==> config.mk <==
export PLATFORM = sky130hd
export DESIGN_NAME = bridge_capability_header_regs
export DESIGN_NICKNAME = d
export VERILOG_FILES = /design/src/shared/bridge_cap_pkg.sv /design/src/bridge_capability_header_regs.sv /design/src/event_tally.sv /design/src/level_sync.sv
export SDC_FILE = /design/constraint.sdc
export NUM_CORES = 1
export LEC_CHECK = 0
export ABC_AREA = 0
export BUFFER_PORTS_ARGS = -buffer_cell sky130_fd_sc_hd__clkbuf_2
export CAP_MARGIN = 15
export CORE_MARGIN = 10
export CORE_UTILIZATION = 52
export CTS_BUF_LIST = sky130_fd_sc_hd__clkbuf_4 sky130_fd_sc_hd__clkbuf_8
export CTS_CLUSTER_SIZE = 28
export DETAILED_ROUTE_END_ITERATION = 7
export PLACE_DENSITY_LB_ADDON = 0.2
export SLEW_MARGIN = 20
export SYNTH_ARGS = -nofsm -noshare
export SYNTH_HDL_FRONTEND = slang
export SYNTH_SLANG_ARGS = --single-unit
export TNS_END_PERCENT = 5
==> constraint.sdc <==
create_clock -name ref_clk_i -period 2.7 [get_ports ref_clk_i]
set_input_delay 0.405 -clock ref_clk_i [delete_from_list [all_inputs] [get_ports ref_clk_i]]
set_output_delay 0.405 -clock ref_clk_i [all_outputs]
set_load 0.01 [all_outputs]
==> src/shared/bridge_cap_pkg.sv <==
/*
 * constants for the bridge capability register bank: word offsets, field
 * positions, fixed field values, own control/status layout and phase codes.
 * assumes: an 8-bit byte address on the config port, 32-bit words.
 */
package bridge_cap_pkg;

	// config port geometry
	localparam int ADDR_W = 8;
	localparam int DATA_W = 32;

	// word byte offsets
	localparam logic [7:0] OFS_SUBSYS_CAP = 8'ha8;
	localparam logic [7:0] OFS_CARD_IDS   = 8'hac;
	localparam logic [7:0] OFS_EXP_HDR    = 8'hb0;
	localparam logic [7:0] OFS_DEV_CAP    = 8'hb4;
	localparam logic [7:0] OFS_CTRL       = 8'hc0;
	localparam logic [7:0] OFS_STATUS     = 8'hc4;

	// card_identifier item at a8
	localparam logic [7:0] SUBSYS_CAP_CODE = 8'h0d;
	localparam logic [7:0] NEXT_TO_EXPRESS = 8'hb0;
	localparam logic [7:0] NEXT_TO_SLOT_ID = 8'ha0;

	// express capability header at b0
	localparam logic [7:0] EXP_CAP_CODE  = 8'h10;
	localparam logic [7:0] NEXT_TO_VPD   = 8'hf0;
	localparam logic [3:0] CAP_VERSION   = 4'h1;
	localparam logic [4:0] INT_MSG_NUM   = 5'h00;
	localparam int         POS_VERSION   = 16;
	localparam int         POS_PORT_TYPE = 20;
	localparam int         POS_SLOT_IMPL = 24;
	localparam int         POS_INT_MSG   = 25;

	// device/port type codes, all others reserved
	localparam logic [3:0] TYPE_ENDPOINT     = 4'h0;
	localparam logic [3:0] TYPE_LEGACY_EP    = 4'h1;
	localparam logic [3:0] TYPE_ROOT_PORT    = 4'h4;
	localparam logic [3:0] TYPE_SWITCH_UP    = 4'h5;
	localparam logic [3:0] TYPE_SWITCH_DOWN  = 4'h6;
	localparam logic [3:0] TYPE_EXP_TO_PCI   = 4'h7;
	localparam logic [3:0] TYPE_PCI_TO_EXP   = 4'h8;

	// device capability word at b4
	localparam logic [2:0] PAYLOAD_256    = 3'h1;
	localparam logic [1:0] PHANTOM_NONE   = 2'h0;
	localparam logic       TAG_8BIT       = 1'b1;
	localparam logic [2:0] L0S_UNDER_64NS = 3'h0;
	localparam logic [2:0] L1_UNDER_1US   = 3'h0;
	localparam logic [2:0] L1_32_TO_64US  = 3'h6;
	localparam logic [2:0] L1_OVER_64US   = 3'h7;
	localparam int         POS_PHANTOM    = 3;
	localparam int         POS_TAG        = 5;
	localparam int         POS_L0S        = 6;
	localparam int         POS_L1         = 9;

	// own control and status layout
	localparam int CTRL_SLOT_PTR_BIT = 0;
	localparam int STAT_REVERSE_BIT  = 0;
	localparam int STAT_SLOT_CAP_BIT = 1;
	localparam int STAT_RUN_BIT      = 2;
	localparam int STAT_RO_WR_BIT    = 3;
	localparam int STAT_TALLY_POS    = 8;

	// last settle count; the pin synchroniser fills while it counts 0 to 2 before capture
	localparam logic [1:0] SETTLE_LAST = 2'h2;

	typedef enum logic [1:0] {
		ST_HOLD   = 2'b00,
		ST_SETTLE = 2'b01,
		ST_RUN    = 2'b10
	} cfg_phase_e;

endpackage

==> src/bridge_capability_header_regs.sv <==
/*
 * bridge_capability_header_regs: configuration-side capability words of the
 * reversible bridge: card_identifier item, card identifiers, express capability
 * header and the lower device capability fields, plus a control word that
 * steers the card_identifier next link and a status word showing block state.
 *
 * word map, by byte offset:
 *   a8: item code 0dh in 7:0, next link in 15:8, zero above
 *   ac: card vendor identifier in 15:0, card identifier in 31:16
 *   b0: code 10h, link f0h, version 1h, port type, slot bit, zero on top
 *   b4: payload 001, no phantoms, eight-bit tag, both latency codes 000
 *   c0: bit 0 picks the a0h link, honoured only with the slot-id item
 *   c4: bit 0 reverse, bit 1 slot-id, bit 2 settled, bit 3 discarded write,
 *       15:8 saturating count of discarded writes; writing bit 3 clears both
 *   b4 bits 31:12 read zero: hot-plug and slot power fields are not built
 *   any other address reads zero and ignores writes
 *
 * assumes: one 20 MHz clock, synchronous active-high reset, a config master
 * issuing one-cycle read or write strobes, never both at once, and taking
 * read data in the cycle after the read strobe; the direction strap and the
 * slot-id enable are board pins that are not yet synchronised.
 * the straps must be steady from reset release until settled_o rises;
 * a later change is only seen after the next reset.
 * read data return to zero between answers, so banks may be or-ed together.
 */

// Summary of operation
// - card_identifier next link reads b0h, or a0h when slot-id capability is enabled and control bit 0 is set
// - word ach bits 15:0 hold the read-only card vendor identifier
// - word ach bits 31:16 hold the read-only card identifier
// - express capability code byte at b0h reads 10h
// - express header next link reads f0h, toward the product data item
// - port type reads 7h in forward mode, 8h in reverse mode
// - port type uses the fixed code set; other codes are reserved
// - slot implemented bit reads 0 forward and 1 reverse
// - interrupt message number and bits 31:30 read zero
// - maximum payload field reads 001, meaning 256 bytes
// - phantom function field reads 00, none supported
// - bit 5 reads 1, eight-bit tag supported
// - acceptable l0s latency field reads 000, under 64 ns
// - acceptable l1 latency field sits in bits 11:9
// - l1 latency codes 110 and 111 mean 32-64 us and over 64 us; reads 000
module bridge_capability_header_regs #(
	parameter logic [15:0] CARD_VENDOR_ID = 16'h5a3c, // arbitrary value
	parameter logic [15:0] CARD_ID        = 16'h0c71  // arbitrary value
) (
	input  logic        ref_clk_i,
	input  logic        rst_i,
	input  logic        reverse_strap_i,
	input  logic        slot_id_cap_i,
	input  logic [7:0]  cfg_addr_i,
	input  logic [31:0] cfg_wdata_i,
	input  logic        cfg_wr_i,
	input  logic        cfg_rd_i,
	output logic [31:0] cfg_rdata_o,
	output logic        reverse_mode_o,
	output logic        settled_o
);

	typedef struct packed {
		bridge_cap_pkg::cfg_phase_e phase;
		logic [1:0]                 settle_cnt;
		logic                       reverse;
		logic                       slot_cap;
		logic                       slot_ptr_sel;
		logic                       ro_write_seen;
		logic [31:0]                rdata;
	} regs_s;

	// reset state is a forward bridge until the strap has been captured
	localparam regs_s REGS_RESET = '{
		phase:         bridge_cap_pkg::ST_HOLD,
		settle_cnt:    2'h0,
		reverse:       1'b0,
		slot_cap:      1'b0,
		slot_ptr_sel:  1'b0,
		ro_write_seen: 1'b0,
		rdata:         32'h0000_0000
	};

	// one flag per mapped word, decoded once for the read mux and the control and status writes
	typedef struct packed {
		logic subsys_cap;
		logic card_ids;
		logic exp_hdr;
		logic dev_cap;
		logic ctrl;
		logic status;
	} word_hit_s;

	regs_s       state_ff;
	regs_s       nxt_state;
	logic [1:0]  pins_sync;
	logic [7:0]  ro_tally;
	logic        ro_write_hit;
	logic        status_clear;
	logic        ctrl_write;
	logic [7:0]  subsys_cap_next_link;
	logic [3:0]  port_type;
	logic [3:0]  port_type_raw;
	logic        settle_done;
	word_hit_s   word_hit;
	logic [31:0] word_subsys_cap;
	logic [31:0] word_card_ids;
	logic [31:0] word_exp_hdr;
	logic [31:0] word_dev_cap;
	logic [31:0] word_ctrl;
	logic [31:0] word_status;
	logic [31:0] read_value;

	// compare the word index and require bits 1:0 zero: a misaligned byte address is unmapped
	function automatic logic hits_word(
		input logic [7:0] addr,
		input logic [7:0] ofs
	);
		hits_word = (addr[7:2] == ofs[7:2]) && (addr[1:0] == 2'b00);
	endfunction

	// any of the four capability words, which software may only read
	function automatic logic hits_cap_word(input logic [7:0] addr);
		hits_cap_word = hits_word(addr, bridge_cap_pkg::OFS_SUBSYS_CAP)
			|| hits_word(addr, bridge_cap_pkg::OFS_CARD_IDS)
			|| hits_word(addr, bridge_cap_pkg::OFS_EXP_HDR)
			|| hits_word(addr, bridge_cap_pkg::OFS_DEV_CAP);
	endfunction

	// legal device/port type codes; everything else is reserved
	function automatic logic port_type_legal(input logic [3:0] code);
		case (code)
			bridge_cap_pkg::TYPE_ENDPOINT:    port_type_legal = 1'b1;
			bridge_cap_pkg::TYPE_LEGACY_EP:   port_type_legal = 1'b1;
			bridge_cap_pkg::TYPE_ROOT_PORT:   port_type_legal = 1'b1;
			bridge_cap_pkg::TYPE_SWITCH_UP:   port_type_legal = 1'b1;
			bridge_cap_pkg::TYPE_SWITCH_DOWN: port_type_legal = 1'b1;
			bridge_cap_pkg::TYPE_EXP_TO_PCI:  port_type_legal = 1'b1;
			bridge_cap_pkg::TYPE_PCI_TO_EXP:  port_type_legal = 1'b1;
			default:                          port_type_legal = 1'b0;
		endcase
	endfunction

	// sticky flag update: a set in the clearing cycle wins, so no event is lost
	function automatic logic sticky_next(
		input logic flag,
		input logic set,
		input logic clear
	);
		sticky_next = (flag && !clear) || set;
	endfunction

	// express capability header for a given port type and slot bit
	function automatic logic [31:0] pack_exp_hdr(
		input logic [3:0] type_code,
		input logic       slot_impl
	);
		pack_exp_hdr       = 32'h0000_0000; // upper two bits stay zero
		pack_exp_hdr[7:0]  = bridge_cap_pkg::EXP_CAP_CODE;
		pack_exp_hdr[15:8] = bridge_cap_pkg::NEXT_TO_VPD;
		pack_exp_hdr[bridge_cap_pkg::POS_VERSION +: 4]   = bridge_cap_pkg::CAP_VERSION;
		pack_exp_hdr[bridge_cap_pkg::POS_PORT_TYPE +: 4] = type_code;
		pack_exp_hdr[bridge_cap_pkg::POS_SLOT_IMPL]      = slot_impl;
		pack_exp_hdr[bridge_cap_pkg::POS_INT_MSG +: 5]   = bridge_cap_pkg::INT_MSG_NUM;
	endfunction

	// strap pins come from the board, so they cross two flops first
	level_sync u_pin_sync (
		.ref_clk_i (ref_clk_i),
		.rst_i     (rst_i),
		.pin_i     ({slot_id_cap_i, reverse_strap_i}),
		.level_o   (pins_sync)
	);

	// counts writes that were thrown away on read-only words
	event_tally u_ro_tally (
		.ref_clk_i (ref_clk_i),
		.rst_i     (rst_i),
		.bump_i    (ro_write_hit),
		.clear_i   (status_clear),
		.count_o   (ro_tally)
	);

	// address decode shared by the control and status write strobes and the read mux
	always_comb begin
		word_hit            = '0;
		word_hit.subsys_cap = hits_word(cfg_addr_i, bridge_cap_pkg::OFS_SUBSYS_CAP);
		word_hit.card_ids   = hits_word(cfg_addr_i, bridge_cap_pkg::OFS_CARD_IDS);
		word_hit.exp_hdr    = hits_word(cfg_addr_i, bridge_cap_pkg::OFS_EXP_HDR);
		word_hit.dev_cap    = hits_word(cfg_addr_i, bridge_cap_pkg::OFS_DEV_CAP);
		word_hit.ctrl       = hits_word(cfg_addr_i, bridge_cap_pkg::OFS_CTRL);
		word_hit.status     = hits_word(cfg_addr_i, bridge_cap_pkg::OFS_STATUS);
	end

	// write decode; a write to a capability word changes no field
	assign ro_write_hit = cfg_wr_i && hits_cap_word(cfg_addr_i);
	assign ctrl_write   = cfg_wr_i && word_hit.ctrl;
	assign status_clear = cfg_wr_i
		&& word_hit.status
		&& cfg_wdata_i[bridge_cap_pkg::STAT_RO_WR_BIT];

	// last count of the settle phase: the synchroniser now holds the straps
	assign settle_done = (state_ff.phase == bridge_cap_pkg::ST_SETTLE)
		&& (state_ff.settle_cnt == bridge_cap_pkg::SETTLE_LAST);

	// the a0h link is only offered when the slot-id item really exists
	always_comb begin
		if (state_ff.slot_cap && state_ff.slot_ptr_sel) begin
			subsys_cap_next_link = bridge_cap_pkg::NEXT_TO_SLOT_ID;
		end else begin
			subsys_cap_next_link = bridge_cap_pkg::NEXT_TO_EXPRESS;
		end
	end

	// port type follows the captured direction; only two codes are reachable,
	// and the legality check keeps a reserved code from ever being shown
	always_comb begin
		if (state_ff.reverse) begin
			port_type_raw = bridge_cap_pkg::TYPE_PCI_TO_EXP;
		end else begin
			port_type_raw = bridge_cap_pkg::TYPE_EXP_TO_PCI;
		end
		port_type = port_type_legal(port_type_raw) ? port_type_raw
			: bridge_cap_pkg::TYPE_EXP_TO_PCI;
	end

	// word at a8: item code, next link, reserved upper half
	always_comb begin
		word_subsys_cap        = 32'h0000_0000;
		word_subsys_cap[7:0]   = bridge_cap_pkg::SUBSYS_CAP_CODE;
		word_subsys_cap[15:8]  = subsys_cap_next_link;
	end

	// word at ac: card identifiers are fixed at build time
	always_comb begin
		word_card_ids        = 32'h0000_0000;
		word_card_ids[15:0]  = CARD_VENDOR_ID;
		word_card_ids[31:16] = CARD_ID;
	end

	// word at b0: express capability header, slot bit follows the direction
	assign word_exp_hdr = pack_exp_hdr(port_type, state_ff.reverse);

	// word at b4: lower device capability fields; slot fields above read zero
	always_comb begin
		word_dev_cap      = 32'h0000_0000;
		word_dev_cap[2:0] = bridge_cap_pkg::PAYLOAD_256;
		word_dev_cap[bridge_cap_pkg::POS_PHANTOM +: 2] = bridge_cap_pkg::PHANTOM_NONE;
		word_dev_cap[bridge_cap_pkg::POS_TAG]          = bridge_cap_pkg::TAG_8BIT;
		word_dev_cap[bridge_cap_pkg::POS_L0S +: 3]     = bridge_cap_pkg::L0S_UNDER_64NS;
		// code 000 of the 3-bit field; 110 and 111 name the two long ranges
		word_dev_cap[bridge_cap_pkg::POS_L1 +: 3]      = bridge_cap_pkg::L1_UNDER_1US;
	end

	// own control word: the link select bit reads back as written
	always_comb begin
		word_ctrl = 32'h0000_0000;
		word_ctrl[bridge_cap_pkg::CTRL_SLOT_PTR_BIT] = state_ff.slot_ptr_sel;
	end

	// own status word: captured straps, phase, sticky flag and tally
	always_comb begin
		word_status = 32'h0000_0000;
		word_status[bridge_cap_pkg::STAT_REVERSE_BIT]  = state_ff.reverse;
		word_status[bridge_cap_pkg::STAT_SLOT_CAP_BIT] = state_ff.slot_cap;
		word_status[bridge_cap_pkg::STAT_RUN_BIT] =
			(state_ff.phase == bridge_cap_pkg::ST_RUN);
		word_status[bridge_cap_pkg::STAT_RO_WR_BIT]    = state_ff.ro_write_seen;
		word_status[bridge_cap_pkg::STAT_TALLY_POS +: 8] = ro_tally;
	end

	// read mux; unmapped and misaligned addresses answer zero
	always_comb begin
		read_value = 32'h0000_0000;
		if (word_hit.subsys_cap) begin
			read_value = word_subsys_cap;
		end else if (word_hit.card_ids) begin
			read_value = word_card_ids;
		end else if (word_hit.exp_hdr) begin
			read_value = word_exp_hdr;
		end else if (word_hit.dev_cap) begin
			read_value = word_dev_cap;
		end else if (word_hit.ctrl) begin
			read_value = word_ctrl;
		end else if (word_hit.status) begin
			read_value = word_status;
		end
	end

	// next state: strap capture sequence, control write, sticky flag, read data
	always_comb begin
		nxt_state = state_ff;

		// straps are caught only once the synchroniser holds settled levels;
		// until then the words show the forward defaults
		case (state_ff.phase)
			bridge_cap_pkg::ST_HOLD: begin
				nxt_state.phase      = bridge_cap_pkg::ST_SETTLE;
				nxt_state.settle_cnt = 2'h0;
			end
			bridge_cap_pkg::ST_SETTLE: begin
				if (settle_done) begin
					nxt_state.phase    = bridge_cap_pkg::ST_RUN;
					nxt_state.reverse  = pins_sync[0];
					nxt_state.slot_cap = pins_sync[1];
				end else begin
					nxt_state.settle_cnt = state_ff.settle_cnt + 2'h1;
				end
			end
			bridge_cap_pkg::ST_RUN: begin
				// direction is a strap: later pin changes need a reset
				nxt_state.phase = bridge_cap_pkg::ST_RUN;
			end
			default: begin
				nxt_state.phase = bridge_cap_pkg::ST_HOLD;
			end
		endcase

		// the only field software may steer
		if (ctrl_write) begin
			nxt_state.slot_ptr_sel = cfg_wdata_i[bridge_cap_pkg::CTRL_SLOT_PTR_BIT];
		end

		// a discarded write sets the flag; setting beats a same-cycle clear
		nxt_state.ro_write_seen = sticky_next(state_ff.ro_write_seen, ro_write_hit,
			status_clear);

		// data stand for the one cycle after the read strobe, zero otherwise
		if (cfg_rd_i) begin
			nxt_state.rdata = read_value;
		end else begin
			nxt_state.rdata = 32'h0000_0000;
		end
	end

	// all block state except the synchroniser and the tally in one register
	always_ff @(posedge ref_clk_i) begin
		if (rst_i) begin
			state_ff <= REGS_RESET;
		end else begin
			state_ff <= nxt_state;
		end
	end

	assign cfg_rdata_o    = state_ff.rdata;
	assign reverse_mode_o = state_ff.reverse;
	assign settled_o      = (state_ff.phase == bridge_cap_pkg::ST_RUN);

endmodule

==> src/event_tally.sv <==
/*
 * event_tally: 8-bit saturating count of one-cycle events with a clear.
 * assumes: bump and clear come from logic on the same clock.
 */
module event_tally (
	input  logic       ref_clk_i,
	input  logic       rst_i,
	input  logic       bump_i,
	input  logic       clear_i,
	output logic [7:0] count_o
);

	typedef struct packed {
		logic [7:0] count;
	} tally_s;

	tally_s state_ff;
	tally_s nxt_state;

	// an event in the clearing cycle still counts, so it is never lost
	always_comb begin
		nxt_state = state_ff;
		if (clear_i) begin
			nxt_state.count = {7'h00, bump_i};
		end else if (bump_i && (state_ff.count != 8'hff)) begin
			nxt_state.count = state_ff.count + 8'h01;
		end
	end

	always_ff @(posedge ref_clk_i) begin
		if (rst_i) begin
			state_ff <= '0;
		end else begin
			state_ff <= nxt_state;
		end
	end

	assign count_o = state_ff.count;

endmodule

==> src/level_sync.sv <==
/*
 * level_sync: two-flop synchroniser for the two board strap pins.
 * assumes: pins are slow levels; only the second stage is read outside.
 */
module level_sync (
	input  logic       ref_clk_i,
	input  logic       rst_i,
	input  logic [1:0] pin_i,
	output logic [1:0] level_o
);

	typedef struct packed {
		logic [1:0] meta;
		logic [1:0] stable;
	} sync_s;

	sync_s state_ff;
	sync_s nxt_state;

	// first stage feeds only the second stage
	always_comb begin
		nxt_state        = state_ff;
		nxt_state.meta   = pin_i;
		nxt_state.stable = state_ff.meta;
	end

	always_ff @(posedge ref_clk_i) begin
		if (rst_i) begin
			state_ff <= '0;
		end else begin
			state_ff <= nxt_state;
		end
	end

	assign level_o = state_ff.stable;

endmodule
## Word level (Yosys, flattened, before mapping)

Cells that the tools add are included.

- Bits of input ports: 46
- Logic and storage cells: 86
- Output and inout port bits: 34
- Register bits: 52

- Add/subtract/negate cells: 2
- Reductions and logical operators: 33
- Eq/ne operators: 18
- Multiplexer cells: 16
- Bitwise gates (word level): 2

Operators with widths:

| cell | count |
|---|---|
| $mux W16 | 4 |
| $eq A6 B6 Y1 const B | 6 |
| $mux W28 | 1 |
| $mux W25 | 1 |
| $eq A4 B3 Y1 const B | 4 |
| $logic_and A1 B1 Y1 | 14 |
| $reduce_or A7 Y1 | 2 |
| $add A8 B1 Y8 const B | 1 |
| $mux W4 | 2 |
| $ne A8 B8 Y1 const B | 1 |
| $reduce_or A8 Y1 | 1 |
| $pmux W2 S3 | 1 |
| $mux W5 | 1 |
| $eq A2 B2 Y1 const B | 2 |
| $eq A4 B1 Y1 const B | 1 |
| $eq A4 B4 Y1 const B | 1 |
| $logic_not A2 Y1 | 2 |
| $logic_not A4 Y1 | 1 |
| $logic_or A1 B1 Y1 | 4 |
| $mux W2 | 2 |
| $ne A2 B2 Y1 const B | 2 |
| $pmux W2 S2 | 1 |
| $reduce_and A2 Y1 | 2 |
| $reduce_bool A2 Y1 | 2 |
| other kinds (8) | 12 |

## Longest topological paths before layout

- Depth in word-level cells: 9
- Depth in mapped cells: 6
- Gate-level depth less buffers: 6

## Cells and area by module

From an unflattened synthesis, not the netlist that was laid out.

- Cells, all modules: 214
- Area total of the unflattened synthesis: 1924.3 µm²

Modules (own cells, without submodules):

| module | sequential area each (µm²) | cells each | times used | area each (µm²) |
|---|---|---|---|---|
| bridge_capability_header_regs | 500.5 | 160 | 1 | 1408.9 |
| event_tally | 160.2 | 46 | 1 | 410.4 |
| level_sync | 80.1 | 8 | 1 | 105.1 |

## Least setup slack after synthesis

No wires, ideal clock.

- Path type: input port to flip-flop
- From: input cfg_addr_i[6]
- To: register u_ro_tally.state_ff (netlist bit u_ro_tally.count_o[7])
- Data arrival time: 1365 ps
- Setup time: 86 ps
- Data required time: 2614 ps
- Path slack: 1249 ps
- Cell stages on the path: 5
- Path buffers: 1
- Cell sequence: and3b_1 > nand4_1 > buf_2 > o31a_1 > a211oi_1

- Longest elaborated chain between the ends: 7
- Elaborated cells between the ends (all ways): 18
- Classes of those cells: eq/ne (5); reduce/logical (13)

Ends and longest elaborated chain:

| element | RTL line | RTL |
|---|---|---|
| from (decl) | bridge_capability_header_regs.sv:51 | `input logic [7:0] cfg_addr_i,` |
| $eq A6 B6 Y1 | bridge_capability_header_regs.sv:116 | `hits_word = (addr[7:2] == ofs[7:2]) && (addr[1:0] == 2'b00);` |
| $logic_and A1 B1 Y1 | bridge_capability_header_regs.sv:116 |  |
| $logic_or A1 B1 Y1 | bridge_capability_header_regs.sv:122 | `\|\| hits_word(addr, bridge_cap_pkg::OFS_CARD_IDS)` |
| $logic_or A1 B1 Y1 | bridge_capability_header_regs.sv:123 | `\|\| hits_word(addr, bridge_cap_pkg::OFS_EXP_HDR)` |
| $logic_or A1 B1 Y1 | bridge_capability_header_regs.sv:124 | `\|\| hits_word(addr, bridge_cap_pkg::OFS_DEV_CAP);` |
| $logic_and A1 B1 Y1 | bridge_capability_header_regs.sv:193 | `assign ro_write_hit = cfg_wr_i && hits_cap_word(cfg_addr_i);` |
| $logic_and A1 B1 Y1 | event_tally.sv:25 | `end else if (bump_i && (state_ff.count != 8'hff)) begin` |
| to (signal assigned) | event_tally.sv:34 | `state_ff <= nxt_state;` |
| to (decl) | event_tally.sv:17 | `tally_s state_ff;` |

Parallel ways exist; a longest one is shown, timed or not.
A chain may end at the register's enable or synchronous reset.

## Worst setup path in the final report

- From: input cfg_addr_i[4]
- To: register u_ro_tally.state_ff (netlist bit u_ro_tally.count_o[5])

The elaborated chain is that of the path after synthesis.

==> reports/qor.txt <==
clock buffer depth - 2
Clock Power Share - 29.7%
RSZ-0062 raised after global routing - false
number of synthesized flops with an enable pin - 0
Peak VDD IR - 0.372 mV
height of the die - 78.7 um
Power Dens Cells - 577 nW/um2
register area share after synthesis - 41.4%
core area - 3340 um2
hold buffers post-CTS - 0
Slowest Stage Delay on Critical Path - 610 ps
Yosys reg bits - 37
first-pass iteration count of the detailed router - 6
Final Max Tran Viols - 0
Fin. Hold Viols - 0
layout cells sized above 1 - 22.6%
post-synthesis mux area share - 2.31%
global-route usage over all layers - 11.0%
worst path arrival time - 2030 ps
Final Util - 56.1%
Net Switching - 0.000289 W
hpwl dp - 2610 um
crit-path max FO - 11
Top delay family on crit path - simple AND/OR/NAND/NOR gates
slowest CP cell - or4_1
Std-Cell Rows - 21
critical path depth in cells - 5
first-pass GRT wire length - 5660 um
Compound-Gate Fraction of Synth Area - 10.8%
hold path depth - 2
worst setup margin - 937 ps
Max Cap Viol - 0
CTS tree - yes
drt drc - 0
Final period util - 65.3%
asr flop ratio synth - 0%
post-synthesis xor/xnor area fraction - 0.489%
H-tree level count - 2
antenna cell count - 0
Synth Area in Simple Gates - 24.7%
total number of vias - 1355
largest family of logic cells by synthesized area - simple AND/OR/NAND/NOR gates
# setup viols final - 0
commonest non-fill, non-tap cell in the layout - clkbuf_2
Yosys warning count - 0
Tmin final - 1760 ps
synthesis-to-layout area growth - 4.61%
initial antenna violation count - 0
status - finished clean
part of the power in combinational logic - 16.3%
postcts setup bufs - 0
Overflow after GRT - 0
nets@finish - 276
CP Class - in -> reg
Starting DRT DRC Count - 124
crit start category - input pin
fill count - 341
Starting Density - 53.7%
PortBufs - 39
required time of the worst setup path - 2970 ps
TritonCTS Sinks - 37
Netlist Area Pre-Place - 1790 um2
Max Fclk - 567 MHz
synth top area cells - dfxtp_1, buf_4, a21oi_1
Avg Synthesized Cell Area - 8.53 um2
synthesized instance count - 210
Die W - 78.7 um
DP Worst Slack - 634 ps
Avg WL per Cell - 12.2 um
Clk Latency, worst-skew pair - 340 ps
top_reg_cell synth - dfxtp_1
switching part of the total - 26.7%
global placement routability congestion - 0.861
Yosys top cell area share - 41.4%
sequential group share of total power - 54.1%
Critical Path End Type - flop
Final Skew - 5.48 ps
clk slew on worst S/H paths - 100 ps
Design Area, Final - 1870 um2
Buf/Inv on CP - 1
Die ar. - 6190 um2
I/O pins - 80
Hold Path Class - in -> reg
Synth area leader - dfxtp_1
Post-Synth Adder-Cell Area - 3.49%
vias in the first global route - 1307
most frequent cells in the layout - clkbuf_2, dfxtp_1, nand2_1, a21oi_1, nor2_1
setup_tns - 0 ps
largest net degree at the start of global routing - 16
Final ANT Viol Nets - 0
FF-to-FF path depth - 5
Num CTS Buffers - 5
placed cell area - 1800 um2
leakage - 0.804 nW
Cell variety after synth - 41
worst path cell trace - clkbuf_2 > xor2_1 > nand4_1 > or4_1 > a21oi_1
post_cts resized - 0
DR vias/cell - 4.98
Int Pwr - 0.000792 W
DRT Wirelength - 3330 um
Clock Tree Root - clkbuf_4
Total Power - 0.00108 W
power groups by stage:
stage | registers, W | logic, W | clock network, W
2_1_floorplan | 0.000594 | 0.000145 | 0
3_3_place_gp | 0.000597 | 0.000176 | 0
3_5_place_dp | 0.000597 | 0.000178 | 0
4_1_cts | 0.000585 | 0.000179 | 0.000331
5_1_grt | 0.000588 | 0.000209 | 0.000363
6_report | 0.000584 | 0.000176 | 0.000320
kinds of logic (layout without fill, tap and decap cells):
| group | Yosys count | in the layout |
|---|---|---|
| XOR/XNOR | 1 | 1 |
| adder cells (fa/ha/maj) | 5 | 5 |
| buffers and inverters | 46 | 53 |
| other | 1 | 10 |
| AND/OR/NAND/NOR | 83 | 83 |
| flip-flops | 37 | 37 |
| multiplexers | 4 | 4 |
| AO/OA/AOI/OAI | 33 | 33 |
layer usage:
metal | vias to the layer above | global-route usage, % | wire, um
met3 | 4 | 6.61 | 323
li1 | 709 | - | -
met5 | - | 0 | 0
met2 | 39 | 18.3 | 1620
met1 | 603 | 11.4 | 1360
met4 | 0 | 3.76 | 25
worst register-to-register path, delay by kind of cell (launching register included):
kind	cells	cell delay, ps
flip-flops	1	400
AND/OR/NAND/NOR	4	890
adder cells (fa/ha/maj)	1	230
stage by stage:
| stage | hold slack, ps | instances |
|---|---|---|
| after global routing | 257 | 272 |
| after global placement | 420 | 264 |
| after floorplan | 414 | 219 |
| after detailed placement | 425 | 264 |
| final | 270 | 272 |
| after CTS | 263 | 272 |
cells in the mapped netlist, types with 2 or more instances:
library cell  instances
ha_1                  5
nand4_1               3
nor2_1               14
o21ai_0               4
or3_1                 3
clkbuf_1              5
nand3_1               8
nor4_1                3
buf_2                 3
nor2b_1               7
nand2_1              19
nand2b_1              3
and3_1                8
o31ai_1               2
nor3_1                5
a21oi_1              19
inv_1                 6
buf_4                32
mux2i_1               3
dfxtp_1              37
path summary, 6_finish.rpt:
check | from | endpoint | slack, ps
worst max-delay path | cfg_addr_i[4] | u_ro_tally.count_o[5] | 940
worst max register to register | u_ro_tally.count_o[0] | u_ro_tally.count_o[3] | 1120
worst min-delay path | reverse_strap_i | u_pin_sync.nxt_state[0] | 270
worst min register to register | u_pin_sync.nxt_state[0] | u_pin_sync.level_o[0] | 440
registers in the layout, indices dropped and copies added (netlist names):
signal and flops:
reverse_mode_o 1, state_ff 7, u_pin_sync.nxt_state 2, u_pin_sync.level_o 2, cfg_rdata_o 17, u_ro_tally.count_o 8
cell type report:
type / instances / area (um2) / share of cell area, %
Sequential cell: 37 / 741 / 39.5
Clock inverter: 1 / 5.00 / 0.267
Inverter: 6 / 22.5 / 1.20
Timing Repair Buffer: 39 / 195 / 10.4
Multi-Input combinational cell: 136 / 787 / 42.0
Tap cell: 46 / 57.6 / 3.07
Clock buffer: 7 / 65.1 / 3.47
Power figures use the tool's default switching activity.
